### src/hw/pll_band_pkg.sv
// Constants and types for the PLL band select block.
// Assumes a 100 MHz mclk and register access through the config port.
package pll_band_pkg;
  // ------------------------------------------------------------
  // Register map and fields
  // ------------------------------------------------------------
  localparam logic [7:0] LOCK_STATUS_ADDR = 8'h00;
  localparam logic [7:0] VCO_BAND_ADDR    = 8'h08;
  localparam logic [7:0] PLL_DIV_ADDR     = 8'h09;
  localparam int         LOCK_BIT         = 1;
  localparam int         BAND_W           = 6;
  localparam logic [5:0] BAND_AUTO        = 6'h3F;
  localparam logic [5:0] BAND_MAX         = 6'h3E;
  localparam logic [5:0] BAND_MIN         = 6'h00;
  localparam logic [1:0] DRIVE_RST        = 2'h3;
  localparam logic [5:0] BAND_RST         = 6'h00;
  localparam logic [7:0] READ_ZERO        = 8'h00;
  // ------------------------------------------------------------
  // Timing
  // ------------------------------------------------------------
  localparam int CLK_MHZ         = 100;
  localparam int DWELL_US        = 20;
  localparam int DWELL_CYC       = DWELL_US * CLK_MHZ;
  localparam int LOCK_TIMEOUT_MS = 5;
  // ------------------------------------------------------------
  // Types
  // ------------------------------------------------------------
  typedef struct packed {
    logic       pll_en;
    logic [1:0] vco_divider;
    logic [1:0] sample_clock_multiplier;
    logic [2:0] bias;
  } pll_cfg_t;

  typedef struct packed {
    logic [5:0] band;
    logic [1:0] drive;
  } vco_band_t;

  typedef enum logic [1:0] {
    ST_FIXED,
    ST_SEARCH,
    ST_LOCKED
  } band_state_t;
endpackage

### src/hw/pll_band_select.sv
// PLL VCO band select with automatic band search and lock reporting.
// Assumes decoded config-port strobes and an analog lock detector input.
`timescale 1ns/1ps
`default_nettype none
module pll_band_select
  import pll_band_pkg::*;
#(
  parameter int DWELL = pll_band_pkg::DWELL_CYC
) (
  // Clock and reset
  input  wire logic                    mclk,
  input  wire logic                    rst,
  // Decoded config port
  input  wire logic [7:0]              cfg_addr,
  input  wire logic                    cfg_wr,
  input  wire logic [7:0]              cfg_wdata,
  input  wire logic                    cfg_rd,
  output logic      [7:0]              cfg_rdata,
  // Analog PLL side
  input  wire logic                    lock_detect,
  output pll_band_pkg::pll_cfg_t       pll_cfg,
  output pll_band_pkg::vco_band_t      vco_ctl,
  output logic                         pll_active,
  // Pins
  output logic                         pll_lock
);
  import pll_band_pkg::*;

  // ------------------------------------------------------------
  // Elaboration checks
  // ------------------------------------------------------------
  // The 13-bit dwell counter holds dwells of up to 8192 cycles; DWELL is limited to 4096
  if (DWELL < 1 || DWELL > 4096) begin : g_bad_dwell
    $error("DWELL out of range");
  end

  // ------------------------------------------------------------
  // Registers
  // ------------------------------------------------------------
  pll_cfg_t    cfg_r;
  vco_band_t   band_r;
  band_state_t state_r;
  logic [12:0] dwell_r;
  logic        lock_r;
  logic        band_wr;

  assign band_wr = cfg_wr && cfg_addr == VCO_BAND_ADDR;

  // ------------------------------------------------------------
  // Divider and enable register
  // ------------------------------------------------------------
  // Whole byte taken at once; host sets every field before auto
  always_ff @(posedge mclk) begin
    if (rst) begin
      cfg_r <= '0;
    end else if (cfg_wr && cfg_addr == PLL_DIV_ADDR) begin
      cfg_r <= pll_cfg_t'(cfg_wdata);
    end
  end

  // ------------------------------------------------------------
  // Band search
  // ------------------------------------------------------------
  always_ff @(posedge mclk) begin
    if (rst) begin
      state_r <= ST_FIXED;
      band_r  <= '{band: BAND_RST, drive: DRIVE_RST};
      dwell_r <= '0;
    end else if (band_wr) begin
      // A band write also aborts a running search
      band_r.drive <= cfg_wdata[1:0];
      dwell_r      <= '0;
      if (cfg_wdata[7:2] == BAND_AUTO) begin
        state_r     <= ST_SEARCH;
        band_r.band <= BAND_MIN;
      end else begin
        state_r     <= ST_FIXED;
        band_r.band <= cfg_wdata[7:2];
      end
    end else if (state_r == ST_SEARCH) begin
      // Each band gets a full dwell so the loop can settle
      if (dwell_r != 13'(DWELL - 1)) begin
        dwell_r <= dwell_r + 13'h0001;
      end else begin
        dwell_r <= '0;
        if (lock_detect) begin
          state_r <= ST_LOCKED;
        end else if (band_r.band != BAND_MAX) begin
          band_r.band <= band_r.band + 6'h01;
        end
      end
    end
  end

  // ------------------------------------------------------------
  // Lock report
  // ------------------------------------------------------------
  always_ff @(posedge mclk) begin
    if (rst) begin
      lock_r <= 1'b0;
    end else begin
      // Hidden while searching: lock on a passing band is not final
      lock_r <= cfg_r.pll_en && lock_detect && state_r != ST_SEARCH;
    end
  end

  assign pll_lock   = lock_r;
  assign pll_cfg    = cfg_r;
  assign vco_ctl    = band_r;
  assign pll_active = cfg_r.pll_en;

  // ------------------------------------------------------------
  // Read path
  // ------------------------------------------------------------
  always_ff @(posedge mclk) begin
    if (rst) begin
      cfg_rdata <= READ_ZERO;
    end else if (cfg_rd) begin
      // A write in the same cycle shows only on the next read
      unique case (cfg_addr)
        LOCK_STATUS_ADDR: begin
          cfg_rdata         <= READ_ZERO;
          cfg_rdata[LOCK_BIT] <= lock_r;
        end
        VCO_BAND_ADDR: begin
          // Auto code reads back until the search settles
          cfg_rdata <= {(state_r == ST_SEARCH) ? BAND_AUTO : band_r.band,
                        band_r.drive};
        end
        PLL_DIV_ADDR: cfg_rdata <= cfg_r;
        default:      cfg_rdata <= READ_ZERO;
      endcase
    end
  end
endmodule // pll_band_select
`default_nettype wire
### config.mk
export PLATFORM = sky130hd
export DESIGN_NAME = pll_band_select
export DESIGN_NICKNAME = d
export VERILOG_FILES = /design/src/hw/pll_band_pkg.sv /design/src/hw/pll_band_select.sv
export SDC_FILE = /design/constraint.sdc
export NUM_CORES = 1
export LEC_CHECK = 0
export ABC_AREA = 1
export BUFFER_PORTS_ARGS = -buffer_cell sky130_fd_sc_hd__buf_2
export CORE_AREA = 10 10 75 77
export DETAILED_ROUTE_END_ITERATION = 10
export DIE_AREA = 0 0 85 87
export PLACE_DENSITY = 0.79
export SYNTH_ARGS = -nofsm -noshare
export SYNTH_HDL_FRONTEND = slang
export SYNTH_SLANG_ARGS = --single-unit
export TNS_END_PERCENT = 10
### constraint.sdc
create_clock -name mclk -period 1.6 [get_ports mclk]
set_input_delay 0.48 -clock mclk [delete_from_list [all_inputs] [get_ports mclk]]
set_output_delay 0.48 -clock mclk [all_outputs]
set_load 0.01 [all_outputs]
### Word level (Yosys, flattened, before mapping)

Cells that the tools add are included.

* register bits after elaboration: 40
* input port bits: 21
* output and inout port bits: 26
* logic and storage cells: 46

* $add $sub $neg: 2
* eq/ne operators: 9
* muxes and demuxes: 14
* reductions and logical operators: 11

Operators by type and width (number)
* $mux 6: 7
* $pmux 8 s3: 1
* $eq 8x4->1 const B: 2
* $add 13x1->13 const B: 1
* $mux 13: 1
* $ne 13x11->1 const B: 1
* $logic_not 8->1: 1
* $mux 2: 4
* $add 6x1->6 const B: 1
* $eq 6x6->1 const B: 1
* $ne 6x6->1 const B: 1
* $reduce_bool 2->1: 3
* $logic_and 1x1->1: 4
* $ne 2x1->1 const B: 2
* $reduce_and 4->1: 1
* $reduce_and 3->1: 1
* $eq 2x1->1 const B: 1
* $ne 2x2->1 const B: 1
* $reduce_or 2->1: 1
* $mux 1: 1

### Depth between registers and ports, before layout

Gate-level depths: netlist (run 1).

* depth in word-level cells: 6
* depth in mapped cells: 10
* gate-level depth less buffers: 10

### Worst setup path before layout (run 1)

OpenSTA, ideal clock, no wires.

* path type: flip-flop to flip-flop
* start point: register band_r (netlist bit vco_ctl[2])
* end point: register band_r (netlist bit vco_ctl[3])
* arrival time: 1.324 ns
* path slack: 0.163 ns
* cell stages (with the launch flop): 11
* path buffers: 0
* clock period less this slack: 1.437 ns
* cells stage by stage: dfxtp_1 inv_1 ha_1 nand3_1 nor2_1 nor2_1 nand3_4 nand2_4 inv_1 nor2_1 nor2_1

* cells in the longest elaborated chain, start to end: 6

Ends and longest elaborated chain
* start: declaration: RTL line pll_band_select.sv:41 `vco_band_t band_r;`
* start signal: assignment: RTL line pll_band_select.sv:67 `band_r <= '{band: BAND_RST, drive: DRIVE_RST};`
* $add 6x1->6: RTL line pll_band_select.sv:89 `band_r.band <= band_r.band + 6'h01;`
* $mux 6: RTL line pll_band_select.sv:88 `end else if (band_r.band != BAND_MAX) begin`
* $mux 6: RTL line pll_band_select.sv:86 `if (lock_detect) begin`
* $mux 6: RTL line pll_band_select.sv:82 `if (dwell_r != 13'(DWELL - 1)) begin`
* $mux 6: RTL line pll_band_select.sv:80 `end else if (state_r == ST_SEARCH) begin`
* $mux 6: RTL line pll_band_select.sv:69 `end else if (band_wr) begin`

Parallel ways exist; a longest one is shown, timed or not. The select of a mux whose other input is x is not followed.
A chain may end at the register's enable or synchronous reset.

### Worst setup path after layout (run 1)

* start point: register band_r (netlist bit vco_ctl[5])
* end point: output port vco_ctl[5] (netlist name)

RTL lines
* end: declaration: RTL line pll_band_select.sv:22 `output pll_band_pkg::vco_band_t vco_ctl,`

No word-level cell between the ends.

==> results.py, run 1 <==
metrics = {
    "grt": {
        "antenna_found_initial": 0,
        "grt_overflow": 0,
        "grt_max_degree": 19,
        "grt_pass1_wl_mm": 9.00,
        "grt_usage_pct": 14.4,
        "grt_pass1_vias": 2136,
    },
    "synth": {
        "ys_top_cells_by_area": "dfxtp_1 37%, nand2_1 16%, nand3_1 7.7%",
        "yosys_register_bits": 40,
        "synth_cell_types": 31,
        "synth_nets": 339,
        "synth_edf_count": 0,
        "synth-xor-area-share_pct": 2.44,
        "synth_area_mm2": 0.00215,
        "yosys.area_share.simple_pct": 41.0,
        "yosys.area_share.adder_pct": 1.74,
        "synth-warning-count": 0,
        "synthCells": 315,
        "syn_area_per_cell_um2": 6.83,
        "async_flop_share_pct": 0,
        "synthFlopType": "dfxtp_1",
        "synth_compound_area_share_pct": 10.1,
        "synth_top_family_by_area": "simple AND/OR/NAND/NOR gates",
        "synth_top_cell_by_area": "dfxtp_1",
        "yosysSeqAreaShare_pct": 37.2,
        "synth_top_area_share_pct": 37.2,
        "synthMuxAreaShare_pct": 0,
    },
    "clock_network": {
        "clock-sinks": 40,
        "path_clk_slew_ps": 80,
        "cts_tree": "built",
        "clk_path_buf_depth": 2,
        "cts_buffers": 5,
        "postCtsHoldBufs": 0,
        "cts_root_buf": "clkbuf_8",
        "clkLatencyLatePin_ps": 300,
        "htreeDepth": 2,
    },
    "finish": {
        "fin_area_mm2": 0.00257,
        "multi_input_area_mm2": 0.00119,
        "diodes": 0,
        "num-nets-final": 395,
        "final_cell_mix": "89 x nand2_1, 46 x buf_2, 41 x nor2_1",
        "fin_util_pct": 60.7,
        "regArea_um2": 803,
        "area_delta_synth_final_pct": 19.4,
        "final_common_cell": "nand2_1",
        "drive_gt1_share_pct": 23.5,
        "n_fill_cell": 399,
    },
    "timing": {
        "worst_pin_slew_ps": 279,
        "period_share_pct": 91.0,
        "slew_viol_final": 0,
        "fin_hold_ws_ps": 413,
        "max_freq_mhz": 687,
        "finalSetupViolCount": 0,
        "post-route-min-period_ps": 1460,
        "timing.clock.skew_ps": 9.99,
        "final-hold-violation-count": 0,
        "setup_ws_ps": 144,
        "relSlewSlack_pct": 81.3,
        "rsz0062_at_grt": "no",
    },
    "run_status": {
        "status": "finished clean",
    },
    "detailed_routing": {
        "via_per_inst": 5.03,
        "drt_wl_total_mm": 5.38,
        "vias": 2129,
        "routedWlPerCell_um": 12.7,
        "remaining_drc_errors": 0,
        "ant_nets": 0,
        "drt_first_pass_iters": 4,
        "drt_iter0_markers": 68,
    },
    "place": {
        "place_ws_ps": -18.9,
        "post_dp_cell_area_mm2": 0.00249,
        "gp_congestion": 0.966,
        "port-buffer-count": 46,
        "hpwl_mm": 4.22,
    },
    "worst_setup_path": {
        "worstSetupPathType": "register to primary output",
        "path_buf_inv": 1,
        "critPathMaxFanout": 7,
        "start_kind": "register",
        "cpPeakStageDelay_ps": 480,
        "path_delay_family": "flip-flops",
        "path_cells": "buf_2",
        "cp.required_ps": 1120,
        "cp.arrival_ps": 980,
        "slowest_stage": "dfxtp_1",
        "end_kind": "primary output",
    },
    "die": {
        "coreArea_mm2": 0.00423,
        "dieArea_mm2": 0.00740,
        "die_w_um": 85,
        "die_h_um": 87,
        "row_count": 24,
        "start_util_pct": 50.8,
        "ios": 47,
    },
    "power_and_ir_drop": {
        "leakage_nw": 1.14,
        "total_power_mw": 1.76,
        "share_comb_of_total_power_pct": 6.6,
        "p_sw_mw": 0.425,
        "p_seq_share_pct": 56.6,
        "switching_share_pct": 24.1,
        "p_clk_share_pct": 36.8,
        "power_density_mw_per_mm2": 685,
        "power.internal_mw": 1.34,
        "peakVddDrop_v": 0.000472,
    },
    "run": {
        "cap_viol_max_count": 0,
    },
    "min_path": {
        "hp-class": "input pin to register",
    },
}
power by group through the flow:
| stage | Sequential [mW] | Clock, mW | Combinational (mW) |
|---|---|---|---|
| 5_1_grt | 0.996 | 0.685 | 0.130 |
| 2_1_floorplan | 1.02 | 0 | 0.0602 |
| 3_5_place_dp | 1.02 | 0 | 0.115 |
| 3_3_place_gp | 1.02 | 0 | 0.113 |
| 6_report | 0.996 | 0.647 | 0.117 |
| 4_1_cts | 0.996 | 0.654 | 0.116 |
stage by stage:
stage	std cells	TNS, ps
after floorplan	315	0
after global placement	416	-10.2
after detailed placement	416	-34.0
after CTS	423	0
after global routing	423	0
final	423	0
Yosys cell counts, types with 3 or more instances:
library cell	number
nand2_1	89
nor2_1	42
dfxtp_1	40
nand3_1	33
inv_1	25
a21oi_1	21
o21ai_0	11
nand2_2	7
nor3_1	6
buf_2	3
ha_1	3
nand3b_1	3
nor2_4	3
xnor2_1	3
xor2_1	3
kinds of logic after synthesis:
group	Yosys count
AOI/OAI and AO/OA	39
and+or+nand+nor	191
adders and majority gates	3
DFF	40
xor gates and xnor gates	6
buffers and inverters	36
final cells by class:
cell class / instances / share of cell area (%)
Sequential cell: 40 / 31.3
Tap cell: 52 / 2.53
Multi-Input combinational cell: 239 / 46.4
Clock buffer: 6 / 2.83
Clock inverter: 1 / 0.195
Inverter: 28 / 4.09
Timing Repair Buffer: 57 / 12.7
flip-flops by register name (all words and copies together), names as in the netlist:
register and flops:
dwell_r 13, pll_lock 1, vco_ctl 8, pll_active 1
pll_cfg 7, cfg_rdata 8, state_r 2
final timing paths:
path | startpoint | endpoint | slack [ps] | depth (start not counted)
hold / removal | cfg_wdata[0] | vco_ctl[0] | 410 | 3
setup reg to reg | dwell_r[0] | vco_ctl[3] | 150 | 10
setup / recovery | vco_ctl[5] | vco_ctl[5] | 140 | 1
hold reg to reg | cfg_rdata[2] | cfg_rdata[2] | 470 | 2
what timing repair did:
action                                  CTS  global route
endpoints found under the setup margin    0             4
buffers inserted                          0             0
endpoints found under the hold margin     0             0
resized for setup                         0             3
worst min-delay path, cell delays in order:
cell	delay, ps
buf_2	90
nand2_1	50
nand3_1	50
per-layer routing:
layer	up-vias	global-route usage (%)	part of all wire, %	wire, µm
met4	0	5.84	1.4	73
met5	-	0	0	0
met2	59	24.9	49	2630
met1	944	16.4	44	2350
li1	1117	-	-	-
met3	9	4.03	6.1	327
(Power assumes the default switching activity.)
==> run 2: changes to the inputs <==
Settings changed: CORE_AREA 10 10 75 77 to 2 2 67 69, DIE_AREA 0 0 85 87 to 0 0 69 71, HOLD_SLACK_MARGIN set to 0.08, PLACE_DENSITY 0.79 to 0.8.
==> run 2 against run 1 <==
Critical path depth increased by 9. Clock skew about the same. Setup slack got worse by 37 ps. Largest cell class unchanged. Sequential share of layout area decreased by 0.14 points. First-iteration DRC count increased by 44%. Register-to-register slack got worse by 40 ps. Largest power group unchanged. Design area increased by 0.44%. Via count increased by 2.5%.
==> results.py, run 2 (synthesis results as in run 1) <==
metrics = {
    "finish": {
        "largest_reg_flops": 13,
        "final_common_cell": "nand2_1",
        "final_cell_mix": "89 x nand2_1, 46 x buf_2, 42 x nor2_1",
        "drive_gt1_share_pct": 23.8,
        "regMostFlops": "dwell_r",
        "post_layout_nonfiller_instances": 422,
        "num-nets-final": 394,
        "fin_area_mm2": 0.00258,
        "area_delta_synth_final_pct": 19.9,
        "diodes": 0,
    },
    "power_and_ir_drop": {
        "total_power_mw": 1.83,
        "peakVddDrop_v": 0.000489,
        "leakage_nw": 1.14,
        "power_density_mw_per_mm2": 708,
    },
    "place": {
        "port-buffer-count": 46,
        "gp_congestion": 0.903,
        "post_dp_cell_area_mm2": 0.00246,
        "placed_cells": 413,
        "place_ws_ps": -17.3,
        "hpwl_mm": 3.91,
    },
    "timing": {
        "timing.clock.skew_ps": 10.2,
        "post-route-min-period_ps": 1490,
        "tns_ps": 0,
        "max_freq_mhz": 670,
        "relSlewSlack_pct": 82.1,
        "setup_ws_ps": 107,
        "finalSetupViolCount": 0,
        "slew_viol_final": 0,
        "worst_pin_slew_ps": 266,
        "final-hold-violation-count": 0,
        "period_share_pct": 93.3,
    },
    "die": {
        "ios": 47,
        "coreArea_mm2": 0.00420,
        "row_count": 24,
        "start_util_pct": 51.2,
        "dieArea_mm2": 0.00490,
        "die_h_um": 71,
        "die_w_um": 69,
    },
    "grt": {
        "grt_usage_pct": 21.3,
        "grt_max_degree": 19,
        "antenna_found_initial": 0,
        "grt_overflow": 0,
        "grt_pass1_vias": 2007,
        "grt_pass1_wl_mm": 8.50,
    },
    "clock_network": {
        "clk_path_buf_depth": 2,
        "cts_tree": "built",
        "postCtsHoldBufs": 0,
        "clkLatencyLatePin_ps": 290,
        "cts_buffers": 5,
        "path_clk_slew_ps": 80,
        "clock-sinks": 40,
        "htreeDepth": 2,
        "cts_root_buf": "clkbuf_8",
    },
    "detailed_routing": {
        "vias": 2182,
        "drt_iter0_markers": 98,
        "ant_nets": 0,
        "drt_first_pass_iters": 4,
        "via_per_inst": 5.17,
        "remaining_drc_errors": 0,
        "routedWlPerCell_um": 12.0,
        "drt_wl_total_mm": 5.08,
    },
    "worst_setup_path": {
        "start_kind": "register",
        "worstSetupPathType": "register to register",
        "critPathMaxFanout": 6,
        "end_kind": "register",
        "cp.required_ps": 1790,
        "cp.arrival_ps": 1690,
    },
    "run": {
        "cap_viol_max_count": 0,
    },
    "min_path": {
        "hp-class": "input pin to register",
    },
    "run_status": {
        "status": "finished clean",
    },
}
-- run 2: cell count changes in the layout (fill, tap and decap cells not counted) --
cell	before	now
inv_1	25	24
inv_2	2	3
nor2_1	41	42
ha_1	3	2
ha_2	0	1
buf_4	10	9
clkbuf_8	5	7
clkbuf_1	1	0
clkinv_2	1	0
nor2_2	2	1
-- run 2: worst paths after layout --
kind / to / cells after the start / from / slack (ps)
max: vco_ctl[3] / 10 / dwell_r[0] / 110
min reg2reg: cfg_rdata[5] / 2 / cfg_rdata[5] / 470
max reg2reg: vco_ctl[3] / 10 / dwell_r[0] / 110
min: vco_ctl[0] / 3 / cfg_wdata[0] / 430
-- run 2: repair_timing --
| item | in CTS | in global routing |
|---|---|---|
| setup endpoints to repair | 0 | 4 |
| endpoints found under the hold margin | 0 | 0 |
| setup buffers | 0 | 2 |
| resized for setup | 0 | 4 |
-- run 2: power by group --
| part | internal, mW | switching (mW) |
|---|---|---|
| Combinational | 0.0400 | 0.0715 |
| Sequential | 0.995 | 0.000814 |
| Clock | 0.384 | 0.335 |
| Total | 1.42 | 0.408 |
-- run 2: layout make-up --
class                      instances  area (µm²)
sequential                        40         803
inverter                          28         105
fill                             380        1620
tap                               52        65.1
timing repair buffer              56         318
clock buffer                       7        96.3
multi-input combinational        239        1190
-- run 2: worst max-delay path, cell delays in order, from the launching register on --
cell,delay [ps]
dfxtp_2,340
ha_2,180
inv_1,60
nor2_1,90
nand2_1,90
nor2_4,170
nand3_4,140
nand2_4,130
inv_2,60
nor2_1,90
nor2_1,60
-- run 2: routing by layer --
metal / GRT usage [%] / up-vias / part of all wire [%] / wire length (µm)
met5: 0 / - / 0 / 0
met4: 8.93 / 0 / 2.7 / 136
met3: 4.56 / 15 / 4.5 / 227
met2: 37.5 / 58 / 50 / 2530
met1: 25.0 / 992 / 43 / 2190
li1: - / 1117 / - / -
-- run 2: through the flow --
stage | hold WS (ps) | util [%]
2_1_floorplan | 454 | -
3_3_place_gp | 453 | 58.6
3_5_place_dp | 458 | 58.6
4_1_cts | 431 | 60.9
5_1_grt | 462 | 61.4
6_report | 433 | 61.4
==> run 3: changes to the inputs <==
Settings changed: CORE_AREA 2 2 67 69 to 2 2 65 67, CTS_BUF_LIST set to sky130_fd_sc_hd__clkbuf_2 sky130_fd_sc_hd__clkbuf_4 sky130_fd_sc_hd__clkbuf_8, DIE_AREA 0 0 69 71 to 0 0 67 69, PLACE_DENSITY 0.8 to 0.84, SKIP_LAST_GASP set to 1.
==> run 3 against run 2 <==
Critical path depth did not move. Core utilization increased by 5.2 points. Design area increased by 1.0%. Count of clock-buffer cells in the layout fell by 1. Final cell count increased by 0.47%. Register-to-register slack lost 20 ps. Clock skew is 4.7 ps lower. Combinational power up 4%. Sequential cell count is the same. Via count rose by 0.82%. Clock power decreased by 0.6%. Setup slack worse by 17 ps.
==> results.py, run 3 (synthesis results as in run 1) <==
metrics = {
    "place": {
        "hpwl_mm": 3.89,
        "port-buffer-count": 46,
        "post_dp_cell_area_mm2": 0.00247,
        "gp_congestion": 0.874,
        "placed_cells": 412,
    },
    "worst_setup_path": {
        "critPathMaxFanout": 6,
        "r2r-start": "dwell_r[1]",
        "r2r_setup_slack_ps": 90,
        "startpoint": "dwell_r[1]",
        "cp-endpoint": "vco_ctl[4]",
        "r2r_end": "vco_ctl[4]",
        "end_kind": "register",
        "cp.arrival_ps": 1750,
        "cp.required_ps": 1840,
        "worstSetupPathType": "register to register",
        "r2r_cells": 10,
        "start_kind": "register",
    },
    "die": {
        "row_count": 23,
        "start_util_pct": 55.0,
        "die_h_um": 69,
        "ios": 47,
        "dieArea_mm2": 0.00462,
        "coreArea_mm2": 0.00391,
        "die_w_um": 67,
    },
    "min_path": {
        "hp-class": "input pin to register",
        "hold_depth": 3,
        "min_from": "cfg_wdata[1]",
    },
    "power_and_ir_drop": {
        "total_power_mw": 1.83,
        "leakage_nw": 1.15,
        "peakVddDrop_v": 0.000514,
        "power_density_mw_per_mm2": 701,
    },
    "timing": {
        "worst_pin_slew_ps": 296,
        "final-hold-violation-count": 0,
        "period_share_pct": 94.3,
        "post-route-min-period_ps": 1510,
        "fin_hold_ws_ps": 409,
        "max_freq_mhz": 662,
        "relSlewSlack_pct": 80.0,
        "finalSetupViolCount": 0,
        "slew_viol_final": 0,
        "rsz0062_at_grt": "yes",
        "timing.clock.skew_ps": 5.43,
    },
    "clock_network": {
        "clk_path_buf_depth": 2,
        "clock-sinks": 40,
        "htreeDepth": 2,
        "cts_root_buf": "clkbuf_8",
        "cts_buffers": 5,
        "path_clk_slew_ps": 80,
        "postCtsHoldBufs": 0,
        "cts_tree": "built",
        "clkLatencyLatePin_ps": 300,
    },
    "finish": {
        "largest_reg_flops": 13,
        "final_common_cell": "nand2_1",
        "num-nets-final": 397,
        "diodes": 0,
        "area_delta_synth_final_pct": 21.1,
        "fin_util_pct": 66.6,
        "drive_gt1_share_pct": 24.9,
        "fin_area_mm2": 0.00261,
        "regMostFlops": "dwell_r",
        "post_layout_nonfiller_instances": 424,
        "final_cell_mix": "89 x nand2_1, 46 x buf_2, 42 x nor2_1",
    },
    "run_status": {
        "status": "finished clean",
    },
    "grt": {
        "antenna_found_initial": 0,
        "grt_max_degree": 19,
        "grt_usage_pct": 23.9,
        "grt_pass1_vias": 2020,
        "grt_pass1_wl_mm": 8.59,
        "grt_overflow": 0,
    },
    "detailed_routing": {
        "drt_iter0_markers": 118,
        "ant_nets": 0,
        "drt_wl_total_mm": 5.09,
        "routedWlPerCell_um": 12.0,
        "vias": 2200,
        "via_per_inst": 5.19,
        "drt_first_pass_iters": 5,
        "remaining_drc_errors": 0,
    },
    "run": {
        "cap_viol_max_count": 0,
    },
}
-- run 3: changes by cell type in the layout (fill, tap and decap cells not counted), sizes merged --
cell | previous run | this run
clkinvlp | 0 | 2
clkbuf | 7 | 6
buf | 56 | 59
-- run 3: metal layers --
layer	track usage [%]	vias to the layer above	routed length, µm
li1	-	1126	-
met1	29.2	986	2160
met2	39.4	72	2470
met3	5.06	16	297
met4	11.1	0	157
met5	0	-	0
-- run 3: area by class of cell --
cell class | instances | area, µm²
fillers | 351 | 1310
multi-input cells | 239 | 1200
flip-flops and latches | 40 | 803
repair buffers | 59 | 340
inverters | 28 | 105
clock buffers | 6 | 82.6
well taps | 50 | 62.6
clock inverters | 2 | 15.0
-- run 3: timing repair --
item                                    4_1_cts  5_1_grt
resized for setup                             0        5
setup buffers                                 0        4
endpoints found under the setup margin        0        6
-- run 3: worst min-delay path by stage --
stage              endpoint  slack [ps]
2_1_floorplan    state_r[1]         450
3_3_place_gp   cfg_rdata[5]         450
3_5_place_dp   cfg_rdata[1]         460
4_1_cts          vco_ctl[1]         400
5_1_grt          vco_ctl[1]         400
6_report         vco_ctl[1]         410
-- run 3: worst max-delay path: stages, from the launching register on --
cell	delay, ps
dfxtp_2	340
ha_2	170
inv_1	50
nor2_1	100
nand2_1	100
nor2_4	170
nand3_4	130
buf_4	160
nand3_1	60
nand2_1	60
nor2_1	110
-- run 3: where the power goes --
part / switching [mW] / internal, mW / total [mW]
registers: 0.000826 / 0.995 / 0.996
logic: 0.0731 / 0.0416 / 0.115
clock network: 0.366 / 0.349 / 0.715
total: 0.440 / 1.39 / 1.83
-- run 3: metrics by stage --
step,TNS (ps),worst slack (ps)
2_1_floorplan,0,163
4_1_cts,0,92.5
5_1_grt,-27.6,-20.9
3_5_place_dp,0,2.57
6_report,0,90.5
3_3_place_gp,0,19.0
